$ cat config.mk
export PLATFORM = sky130hd
export DESIGN_NAME = iod_dispatch
export DESIGN_NICKNAME = d
export VERILOG_FILES = /design/src/core/iod_pkg.sv /design/src/core/iod_dispatch.sv
export SDC_FILE = /design/constraint.sdc
export NUM_CORES = 1
export LEC_CHECK = 0
export BUFFER_PORTS_ARGS = -buffer_cell sky130_fd_sc_hd__buf_4
export CAP_MARGIN = 5
export CORE_UTILIZATION = 52
export CTS_CLUSTER_DIAMETER = 40
export DETAILED_ROUTE_END_ITERATION = 6
export PLACE_DENSITY = 0.94
export SYNTH_ARGS = -nofsm -noshare
export SYNTH_HDL_FRONTEND = slang
export SYNTH_SLANG_ARGS = --single-unit
$ cat constraint.sdc
create_clock -name clock -period 3.8 [get_ports clock]
set_clock_uncertainty 0.1 [all_clocks]
set_input_delay 0.57 -clock clock [delete_from_list [all_inputs] [get_ports clock]]
set_output_delay 0.57 -clock clock [all_outputs]
set_load 0.02 [all_outputs]
$ cat src/core/iod_pkg.sv
// iod_pkg: shared widths, field layouts, command decode constants and carriers
// assumes the processor word and order layouts are set by the parameters here
package iod_pkg;
	localparam int IOD_ADDR_W     = 15;            // memory address width
	localparam int IOD_ORDER_W    = 48;            // order register width
	localparam int IOD_CMD_W      = 4;             // command field width
	localparam int IOD_CMD_LSB    = 0;             // command field position
	localparam int IOD_IDX_W      = 3;             // index register select width
	localparam int IOD_NSYS       = 16;            // one select line per command code
	localparam logic [3:0] IOD_CMD_TAPE_LO = 4'h8; // tape codes 1000..1111
	localparam logic [3:0] IOD_CMD_ILLEGAL_MASK_LO = 4'h0; // code 0000 never legal
	localparam logic [IOD_ADDR_W-1:0] IOD_ADDR_RST = 15'h0000;
	localparam int IOD_REPLY_WAIT = 16;            // cycles to wait for a controller answer
	localparam logic [4:0] IOD_REPLY_WAIT_C = 5'h10;

	// refusal causes kept for later skip tests
	typedef struct packed {
		logic illegal;   // no system answers to this code
		logic refused;   // system declined the order
		logic timeout;   // system never answered
	} iod_cause_t;

	// instruction as presented by the sequencer
	typedef struct packed {
		logic                  addr_present;
		logic                  index_sel;
		logic [IOD_IDX_W-1:0]  index_num;
		logic [IOD_ADDR_W-1:0] addr;
	} iod_instr_t;

	typedef enum logic [1:0] {
		IOD_IDLE  = 2'b00,
		IOD_QUERY = 2'b01,
		IOD_HAND  = 2'b10,
		IOD_DONE  = 2'b11
	} iod_state_t;
endpackage : iod_pkg

$ cat src/core/iod_dispatch.sv
// iod_dispatch: executes the transfer-control-to-io instruction
// assumes the sequencer holds start for one cycle and waits for done before the next fetch
`timescale 1ns/1ps
// What this block does
// - the transfer-control-to-io instruction is indexable and starts the order held
// - order register fields go to the addressed io system controller
// - a present address goes into the io memory address register
// - index select 1 adds index register contents; 0 loads address unchanged
// - command field decoded; selected system is asked whether it accepts
// - on acceptance hand over order and address, then skip next instruction
// - refusal or illegal command falls through to next instruction
// - refusal cause stays available for later skip tests
// - command codes 1000 through 1111 select magnetic tape systems
// - tape stop, release, resume accepted with blank address field
module iod_dispatch
	import iod_pkg::*;
#(
	parameter int REPLY_WAIT = IOD_REPLY_WAIT  // cycles a controller has to answer
)
(
	input  wire logic                      clock,
	input  wire logic                      rst_n,
	input  wire logic                      start,
	input  wire iod_instr_t                instr,
	input  wire logic [IOD_ORDER_W-1:0]    order_reg,
	input  wire logic [IOD_ADDR_W-1:0]     index_value,
	input  wire logic [IOD_NSYS-1:0]       sys_present,
	input  wire logic                      sys_reply,
	input  wire logic                      sys_accept,
	input  wire logic                      cause_clear,
	output logic [IOD_IDX_W-1:0]           index_num,
	output logic [IOD_NSYS-1:0]            sys_query,
	output logic [IOD_NSYS-1:0]            sys_load,
	output logic [IOD_ORDER_W-1:0]         sys_order,
	output logic [IOD_ADDR_W-1:0]          io_memory_address_register,
	output logic                           tape_selected,
	output logic                           done,
	output logic                           skip,
	output iod_cause_t                     cause
);
	// decode the command field into one-hot select lines
	function automatic logic [IOD_NSYS-1:0] cmd_select(input logic [IOD_CMD_W-1:0] c);
		cmd_select = IOD_NSYS'(1) << c;
	endfunction : cmd_select

	iod_state_t                 state;
	iod_state_t                 next_state;
	logic [IOD_CMD_W-1:0]       cmd;
	logic [IOD_CMD_W-1:0]       next_cmd;
	logic [4:0]                 wait_cnt;
	logic [4:0]                 next_wait_cnt;
	logic [IOD_NSYS-1:0]        next_sys_query;
	logic [IOD_NSYS-1:0]        next_sys_load;
	logic [IOD_ORDER_W-1:0]     next_sys_order;
	logic [IOD_ADDR_W-1:0]      next_ioma;
	logic [IOD_IDX_W-1:0]       next_index_num;
	logic                       next_tape;
	logic                       next_done;
	logic                       next_skip;
	iod_cause_t                 next_cause;
	logic [IOD_CMD_W-1:0]       order_cmd;
	logic                       take;
	logic                       illegal_code;
	logic                       got_accept;
	logic                       got_refuse;
	logic                       got_timeout;

	// last query cycle before the answer window closes
	localparam logic [4:0] REPLY_LAST = 5'(REPLY_WAIT - 1);

	assign order_cmd = order_reg[IOD_CMD_LSB +: IOD_CMD_W];

	// instruction taken, code legality and the three controller outcomes
	assign take         = (state == IOD_IDLE) && start;
	assign illegal_code = (order_cmd == IOD_CMD_ILLEGAL_MASK_LO)
		|| !sys_present[order_cmd];
	assign got_accept   = (state == IOD_QUERY) && sys_reply && sys_accept;
	assign got_refuse   = (state == IOD_QUERY) && sys_reply && !sys_accept;
	assign got_timeout  = (state == IOD_QUERY) && !sys_reply && (wait_cnt == REPLY_LAST);

	// sequencer: idle, wait for the controller, hand over, report
	always_comb begin
		next_state    = state;
		next_cmd      = cmd;
		next_wait_cnt = wait_cnt;
		unique case (state)
			IOD_IDLE: begin
				if (take) begin
					next_cmd      = order_cmd;
					next_wait_cnt = '0;
					next_state    = illegal_code ? IOD_DONE : IOD_QUERY;
				end
			end
			IOD_QUERY: begin
				next_wait_cnt = wait_cnt + 5'h01;
				if (got_accept) begin
					next_state = IOD_HAND;
				end else if (got_refuse || got_timeout) begin
					next_state = IOD_DONE;
				end
			end
			IOD_HAND: begin
				next_state = IOD_DONE;
			end
			IOD_DONE: begin
				next_state = IOD_IDLE;
			end
		endcase
	end

	// sequencer registers
	always_ff @(posedge clock) begin
		if (!rst_n) begin
			state    <= IOD_IDLE;
			cmd      <= '0;
			wait_cnt <= '0;
		end else begin
			state    <= next_state;
			cmd      <= next_cmd;
			wait_cnt <= next_wait_cnt;
		end
	end

	// starting address, index select and tape decode, all taken with start
	always_comb begin
		next_ioma      = io_memory_address_register;
		next_index_num = index_num;
		next_tape      = tape_selected;
		if (take) begin
			next_index_num = instr.index_num;
			next_tape      = order_cmd >= IOD_CMD_TAPE_LO;
			if (instr.addr_present) begin
				next_ioma = instr.index_sel ?
					IOD_ADDR_W'(instr.addr + index_value) : instr.addr;
			end
		end
	end

	// address registers; a blank address leaves the old start address
	always_ff @(posedge clock) begin
		if (!rst_n) begin
			io_memory_address_register <= IOD_ADDR_RST;
			index_num                  <= '0;
			tape_selected              <= 1'b0;
		end else begin
			io_memory_address_register <= next_ioma;
			index_num                  <= next_index_num;
			tape_selected              <= next_tape;
		end
	end

	// controller lines: query level, load pulse and the handed order
	always_comb begin
		next_sys_query = sys_query;
		next_sys_load  = '0;
		next_sys_order = sys_order;
		if (take && !illegal_code) begin
			next_sys_query = cmd_select(order_cmd);
		end
		if (got_accept) begin
			next_sys_order = order_reg;
			next_sys_load  = cmd_select(cmd);
		end
		if (got_accept || got_refuse || got_timeout) begin
			next_sys_query = '0;
		end
	end

	// controller line registers
	always_ff @(posedge clock) begin
		if (!rst_n) begin
			sys_query <= '0;
			sys_load  <= '0;
			sys_order <= '0;
		end else begin
			sys_query <= next_sys_query;
			sys_load  <= next_sys_load;
			sys_order <= next_sys_order;
		end
	end

	// outcome: done pulse, skip level and kept cause; a new cause beats a clear
	always_comb begin
		next_done  = state == IOD_DONE;
		next_skip  = skip;
		next_cause = cause;
		if (cause_clear) begin
			next_cause = '0;
		end
		if (take) begin
			next_skip = 1'b0;
		end
		if (state == IOD_HAND) begin
			next_skip = 1'b1;
		end
		if (take && illegal_code) begin
			next_cause = '{illegal: 1'b1, refused: 1'b0, timeout: 1'b0};
		end
		if (got_accept) begin
			next_cause = '0;
		end
		if (got_refuse) begin
			next_cause = '{illegal: 1'b0, refused: 1'b1, timeout: 1'b0};
		end
		if (got_timeout) begin
			next_cause = '{illegal: 1'b0, refused: 1'b0, timeout: 1'b1};
		end
	end

	// outcome registers
	always_ff @(posedge clock) begin
		if (!rst_n) begin
			done  <= 1'b0;
			skip  <= 1'b0;
			cause <= '0;
		end else begin
			done  <= next_done;
			skip  <= next_skip;
			cause <= next_cause;
		end
	end
endmodule : iod_dispatch

Word level (Yosys, flattened, before mapping) --
Index checks and enable logic that the tools add are counted.
Word-level totals: bits in registers 115, input port bits 105, output and inout bits 104, logic and storage cells 75
Cells by class: add/sub/neg operators 2, $lt $le $gt $ge 2, equality and inequality tests 6, shift operators 2, mux-type cells 17, bitwise operators 1, reductions and logical operators 31
Operator list (number):
- 1-bit by 4-bit left shift with 16-bit output, first input constant | 2
- 15-bit adder | 1
- 15-bit 2-to-1 mux | 1
- 2-bit 2-to-1 mux | 6
- 5-bit case mux with 2 select lines | 1
- 2-bit AND reduction | 5
- 1-bit logical AND | 8
- 2-bit case mux with 4 select lines | 1
- 3-bit 2-to-1 mux | 2
- 2-bit nonzero test | 3
- 5-bit by 1-bit adder with 5-bit output, second input constant | 1
- 5-bit by 4-bit == test with 1-bit output, second input constant | 1
- 4-bit by 5-bit less-than comparator with 1-bit output, second input constant | 1
- 5-bit 2-to-1 mux | 1
- 5-bit nonzero test | 1
- 1-bit binary-select mux with 4-bit select | 1
- 2-bit == test, second input constant | 2
- 4-bit >= comparator, second input constant | 1
- 1-bit logical NOT | 4
- 4-bit logical NOT | 1
- 1-bit logical OR | 4
- 1-bit 2-to-1 mux | 4
- 4-bit nonzero test | 1
- 2-bit OR reduction | 2
- 6 further kinds | 6

Logic depth before layout (Yosys ltp) --
Gate-level depths: netlist of run 1.
word-level depth 9, depth in mapped cells 9, depth with buffers taken out 9

Worst setup path after synthesis of run 1 --
OpenSTA, ideal clock, no wires.
kind input -> register, start in instr[0] in the netlist's numbering, end reg io_memory_address_register[10], library setup time 0.137 ns, data arrival time 2.097 ns, data required time 3.563 ns, path slack 1.466 ns, stages 9, buffers on the path 0, cells stage by stage ha_1 -> inv_1 -> fa_1 -> nand2b_1 -> a21oi_1 -> o211ai_1 -> and3_1 -> o21ai_0 -> a31oi_1
Between the ends: longest elaborated chain between the ends 2
RTL lines:
- start, declared | line iod_dispatch.sv:24 | input wire iod_instr_t instr,
- 15-bit adder | line iod_dispatch.sv:134 | IOD_ADDR_W'(instr.addr + index_value) : instr.addr;
- 15-bit 2-to-1 mux | line iod_dispatch.sv:133 | next_ioma = instr.index_sel ?
- end signal, assigned | line iod_dispatch.sv:146 | io_memory_address_register <= next_ioma;
- end, declared | line iod_dispatch.sv:35 | output logic [IOD_ADDR_W-1:0] io_memory_address_register,
No other way between the ends. A chain may end at the register's enable or synchronous reset.

Worst setup path in the final report of run 1 --
start reg state[0], end reg sys_query[8]
Between the ends: longest elaborated chain between the ends 6, elaborated cells between the ends (all ways) 12, those cells by class 1 x eq/ne; 11 x reduce/logical
RTL lines:
- start, declared | line iod_dispatch.sv:46 | iod_state_t state;
- start signal, assigned | line iod_dispatch.sv:118 | state <= next_state;
- 2-bit by 1-bit == test with 1-bit output | line iod_dispatch.sv:77, iod_dispatch.sv:78, iod_dispatch.sv:79
- 1-bit logical AND | line iod_dispatch.sv:77, iod_dispatch.sv:78
- 1-bit logical AND, on equally long branches | line iod_dispatch.sv:77, iod_dispatch.sv:78
- 1-bit logical OR (2 in series) | line iod_dispatch.sv:164 | if (got_accept || got_refuse || got_timeout) begin
- 2-bit OR reduction (no source line)
- end signal, assigned | line iod_dispatch.sv:176 | sys_query <= next_sys_query;
- end, declared | line iod_dispatch.sv:32 | output logic [IOD_NSYS-1:0] sys_query,
Parallel ways exist; a longest one is shown, timed or not.

==> flow_metrics.tcl, run 1 <==
set metrics [dict create \
    place.detailed.hpwl_um 11610 \
    grt_first_pass_wirelength_um 27020 \
    sequential_share_of_the_synthesized_area 0.4467 \
    holdBufCountCts 0 \
    timing.hold.worst.class "input pin to flip-flop" \
    clkSinkCount 115 \
    cts_max_path_buffers 2 \
    post-route-drc-count 1 \
    routed.top_layer "met4" \
    outcome "finished with violations" \
    slew-limit-headroom 0.3264 \
    vdd_ir_drop_max_v 0.0002937 \
    final.fill_count 577 \
    clk_pin_slew_worst_paths_ns 0.06 \
    synth.distinct_cells 59 \
    p_leak_uw 0.003225 \
    boundaryPins 209 \
    grt_setup_unrepaired "no" \
    fin_crit_sh 0.6843 \
    critPathSlowestCell "nor3_4" \
    dieHeight_um 101.6 \
    synth_flop_cell "dfxtp_1" \
    global_route.usage.total 0.3420 \
    core_area_mm2 0.009415 \
    synth_area_per_cell_um2 8.326 \
    flop_and_latch_count_out_of_synthesis 115 \
    initial_core_util 0.5474 \
    nets 938 \
    setup_viol_count_final 0 \
    critPathCaptureType "flip-flop" \
    timing.setup.tns_ns 0 \
    final.setup.worst_slack_ns 1.200 \
    synth_top_cell_area_share 0.4467 \
    synth-edff-count 0 \
    synthesized_netlist_net_count 745 \
    cells_on_worst_hold_path 2 \
    critical_path.cell_chain "inv_1 -> ha_1 -> nand2_1 -> nor3_4 -> mux2i_1 -> nor2_1" \
    layout_common_cells "buf_4, nand2_1, dfxtp_1" \
    mostFrequentLayoutCell "buf_4" \
    data_arrival_time_of_the_worst_path_ns 2.87 \
    routedLengthMet1_um 6142 \
    number_of_maximum_capacitance_violations 0 \
    postRouteWirelength_um 17210 \
    timing.fmax_ghz 0.3846 \
    transition_time_at_the_pin_with_the_least_slew_margin_ns 1.009 \
    detailroute.wirelength.met2_um 8539 \
    p_per_cell_area_mw_per_mm2 555.2 \
    worst_path_largest_cell_delay_ns 0.87 \
    cts-resized-gates 0 \
    overflow 0 \
    post-route-min-period_ns 2.600 \
    clkLatencyLatePin_ns 0.51 \
    numCtsBuffers 17 \
    die-area_mm2 0.01031 \
    core.rowCount 35 \
    first_global_vias 5532 \
    critPathKind "flip-flop to flip-flop" \
    cts_tree "built" \
    worstPathBufferInverterCount 1 \
    ant_nets 0 \
    dr_pass1_iterations 7 \
    final_hold_viol_count 0 \
    detailroute.wirelength.met3_um 1650 \
    netlist_area_before_placement_mm2 0.005154 \
    ys_top_cells_by_area "dfxtp_1, nand2_1, a21oi_1" \
    layout_utilization 0.7829 \
    synth_warnings 0 \
    cts_root_buffer "clkbuf_8" \
    post_cts.repair.setup_buffers 0 \
    drt_iter0_drc 378 \
    failed_checks "DRC" \
    die_x_um 101.6 \
    antenna_cells 0 \
    critPathMaxFanout 16 \
    detailroute.via_count 5468 \
    layout-drive-gt1-share 0.3058 \
    detail_route.vias_per_cell 5.738 \
    synthDominantAreaCellType "dfxtp_1" \
    startpoint_type "flip-flop" \
    synth_async_sr_flop_share 0 \
    timing.hold.worst.start "sys_accept" \
    cts_htree_levels 4 \
    routabilityCongestion 1.003 \
    r2r.worst_path.cells 6 \
    antenna_found_initial 0 \
    cp_num_cells 6 \
    setup.worst_path.start "state[0]" \
    synthesized_netlist_cell_count 619 \
    cp_data_required_time_ns 4.07 \
    r2r-start "state[0]" \
    family_with_the_most_delay_on_the_worst_path "simple AND/OR/NAND/NOR gates" \
    flow.area_growth_from_synthesis_pct 43.02 \
    dpl_worst_slack_ns 0.9823 \
    slew_violations 0 \
    route.detailed.wl_per_inst_um 18.06 \
    pin_count_of_the_biggest_net_entering_global_routing 57 \
    numPortBuffers 207 \
]
-- report_power, final --
part	switching [µW]	total [µW]	internal [µW]
logic	575	951	375
registers	81.1	1400	1310
clock network	608	1750	1140
-- metal layers --
metal / vias to the layer above / GRT usage
met2: 346 / 0.5930
li1: 2514 / -
met1: 2529 / 0.3631
met4: 0 / 0.2040
met3: 79 / 0.1097
met5: - / 0
-- worst paths after layout --
kind                  end  slack (ns)
min reg2reg  sys_order[9]        0.36
max          sys_query[8]        1.20
max reg2reg  sys_query[8]        1.20
min              cause[1]        0.20
-- kinds of logic after synthesis --
| logic type | after synthesis | synth area share |
|---|---|---|
| compound gates | 148 | 0.1697 |
| xor+xnor | 10 | 0.01699 |
| fa+ha+maj | 21 | 0.05244 |
| buf+inv | 48 | 0.04200 |
| flops | 115 | 0.4467 |
| mux | 31 | 0.06336 |
| simple gates | 246 | 0.2088 |
-- cells in the mapped netlist, types with 2 or more instances --
master	n
nand2_1	133
nor3b_1	2
inv_1	11
and2_1	4
a21o_1	7
a21oi_1	80
nor3_1	13
mux2_2	2
nor4b_1	2
o21ai_0	24
clkbuf_1	26
a211oi_1	9
a31oi_1	2
and3_1	7
buf_6	2
ha_1	20
a311oi_1	2
dfxtp_1	115
mux2i_1	27
buf_4	2
buf_1	4
o211ai_1	4
buf_2	2
a211o_1	2
nand2b_1	16
nand4b_1	2
xor2_1	4
xnor2_1	6
nor2_1	56
nand3_1	3
a22oi_1	2
-- sequential cells by signal (all words and copies together), names as in the netlist, 2 cells and up --
signal and count:
sys_order 48, sys_load 16, wait_cnt 5, index_num 3, cmd 4, cause 3
state 2, io_memory_address_register 15, sys_query 16
-- final cells by class --
type | instances | area [µm²] | area share
Multi-Input combinational cell | 456 | 2640 | 0.3582
Timing Repair Buffer | 211 | 1584 | 0.2149
Clock inverter | 14 | 227.7 | 0.03089
Tap cell | 129 | 161.4 | 0.02190
Sequential cell | 115 | 2302 | 0.3123
Clock buffer | 17 | 414.1 | 0.05619
Inverter | 11 | 41.29 | 0.005602
-- per-stage QoR --
step | std cells | instance area, µm² | hold WS [ns] | power, µW
2_1_floorplan | 619 | 5154 | 0.3544 | 1982
3_3_place_gp | 922 | 6729 | 0.3422 | 2279
3_5_place_dp | 922 | 6729 | 0.3499 | 2325
4_1_cts | 953 | 7371 | 0.1844 | 4081
5_1_grt | 953 | 7371 | 0.1961 | 4245
6_report | 953 | 7371 | 0.1975 | 4092
Power figures use the tool's default switching activity.
==> run 2: changes to the inputs <==
Settings changed: CORE_UTILIZATION 52 to 48, PLACE_DENSITY 0.94 to 0.89.
Clock period 3.8 ns to 2.51 ns, I/O delays scaled along.
==> flow_metrics.tcl, run 2 (synthesized netlist as in run 1, its figures left out) <==
set metrics [dict create \
    global_route.usage.total 0.2681 \
    cp_common_cell "ha_1" \
    family_with_the_most_delay_on_the_worst_path "simple AND/OR/NAND/NOR gates" \
    mostFrequentLayoutCell "buf_4" \
    cts_max_path_buffers 2 \
    antenna_cells 0 \
    p_leak_uw 0.003245 \
    final_hold_viol_count 0 \
    cts_htree_levels 4 \
    number_of_maximum_capacitance_violations 0 \
    initial_core_util 0.4970 \
    timing.hold.worst.class "input pin to flip-flop" \
    vdd_ir_drop_max_v 0.0004535 \
    worst_path_largest_cell_delay_ns 0.46 \
    sequentialPowerShare 0.348 \
    data_arrival_time_of_the_worst_path_ns 2.61 \
    die_x_um 105.6 \
    post-route-drc-count 0 \
    layout_common_cells "buf_4, nand2_1, dfxtp_1" \
    place.detailed.hpwl_um 10450 \
    core.rowCount 37 \
    area.sequential_mm2 0.002302 \
    final.setup.worst_slack_ns 0.2151 \
    final.fill_count 780 \
    numCtsBuffers 17 \
    ant_nets 0 \
    drt_iter0_drc 310 \
    numPortBuffers 207 \
    antenna_found_initial 0 \
    dieHeight_um 105.6 \
    startpoint_type "flip-flop" \
    postRouteWirelength_um 15090 \
    clock_power_share 0.416 \
    fin_crit_sh 0.9143 \
    largest_register_ffs 48 \
    first_global_vias 4922 \
    critPathSlowestCell "nand2_1" \
    intPower_uw 4204 \
    slew-limit-headroom 0.3823 \
    slew_violations 0 \
    p_sw_frac 0.3029 \
    detailroute.via_count 5211 \
    flow.area_growth_from_synthesis_pct 43.85 \
    critPathMaxFanout 17 \
    critical_path.cell_chain "ha_1 -> and3_1 -> ha_1 -> o21ai_0 -> nand2_1 -> nor3b_1" \
    cts_root_buffer "clkbuf_8" \
    cts-resized-gates 0 \
    clkSinkCount 115 \
    detail_route.vias_per_cell 5.383 \
    cts_tree "built" \
    grt_setup_unrepaired "no" \
    outcome "completed" \
    dpl_worst_slack_ns 0.03450 \
    transition_time_at_the_pin_with_the_least_slew_margin_ns 0.9235 \
    post-route-min-period_ns 2.295 \
    critPathCaptureType "flip-flop" \
    timing.fmax_ghz 0.4358 \
    boundaryPins 209 \
    largest_register "sys_order" \
    combPwrFrac 0.236 \
    layout-drive-gt1-share 0.3113 \
    setup_viol_count_final 0 \
    power.net_switching_uw 1826 \
    design_power_total_uw 6030 \
    routabilityCongestion 0.8622 \
    dr_pass1_iterations 5 \
    nets 945 \
    clk_pin_slew_worst_paths_ns 0.06 \
    p_per_cell_area_mw_per_mm2 813.4 \
    core_area_mm2 0.01037 \
    multi_input_area_mm2 0.002641 \
    pin_count_of_the_biggest_net_entering_global_routing 45 \
    cp_data_required_time_ns 2.82 \
    reg.largest.list "sys_order: 48 flops, sys_load: 16 flops, sys_query: 16 flops" \
    route.detailed.wl_per_inst_um 15.59 \
    clkLatencyLatePin_ns 0.50 \
    timing.setup.tns_ns 0 \
    die-area_mm2 0.01116 \
    worstPathBufferInverterCount 0 \
    grt_first_pass_wirelength_um 23440 \
    overflow 0 \
    critPathKind "flip-flop to flip-flop" \
]
## run 2: cell types whose count changed in the layout (fill, tap and decap cells not counted), sizes merged
cell         delta
clkbuf          +1
buf             +6
dlygate4sd3     +1
clkinvlp        +1
bufinv          -1
## run 2: per-stage QoR
step	cells	hold slack, ns	utilization	cell area, µm²
after floorplan	619	0.3544	-	5154
after global placement	935	0.3418	0.6542	6784
after detailed placement	935	0.3484	0.6542	6784
after CTS	968	0.002738	0.7149	7413
after global routing	968	0.0007680	0.7149	7413
final	968	0.02120	0.7149	7413
## run 2: cell type report
cell class,instances,share of cell area
multi-input cells,456,0.3563
flip-flops and latches,115,0.3105
repair buffers,218,0.2211
clock buffers,18,0.05637
clock inverters,14,0.02717
well taps,136,0.02295
inverters,11,0.005570
## run 2: path summary, 6_finish.rpt
| path | cells past startpoint | slack (ns) | to | from |
|---|---|---|---|---|
| worst min-delay path | 3 | 0.02 | sys_order[30] | order_reg[30] |
| worst max register to register | 6 | 0.22 | sys_query[0] | wait_cnt[0] |
| worst min register to register | 2 | 0.35 | sys_order[19] | sys_order[19] |
| worst max-delay path | 6 | 0.22 | sys_query[0] | wait_cnt[0] |
## run 2: tightest hold or removal path: cells and delay by family
| family | cells | cell delay (ns) |
|---|---|---|
| AOI/OAI and AO/OA | 1 | 0.05 |
| and+or+nand+nor | 1 | 0.04 |
| buffers and inverters | 1 | 0.11 |
## run 2: routing by layer
metal / part of all wire / vias up / GRT usage
met1: 0.39 / 2410 / 0.2979
met4: 0.040 / 0 / 0.1508
met3: 0.072 / 38 / 0.07730
met2: 0.50 / 236 / 0.4591
li1: - / 2527 / -
met5: 0 / - / 0
## run 2: timing repair
action                                  in CTS  in global routing
hold buffers                                 1                  0
hold endpoints to repair                     1                  0
setup buffers                                0                  0
endpoints found under the setup margin       0                  0
## run 2: power groups by stage
| stage | sequential, µW | clock [µW] | combinational [µW] |
|---|---|---|---|
| 6_report | 2100 | 2510 | 1420 |
| 5_1_grt | 2110 | 2620 | 1550 |
| 2_1_floorplan | 2270 | 0 | 734 |
| 3_3_place_gp | 2130 | 0 | 1370 |
| 3_5_place_dp | 2130 | 0 | 1390 |
| 4_1_cts | 2100 | 2540 | 1420 |
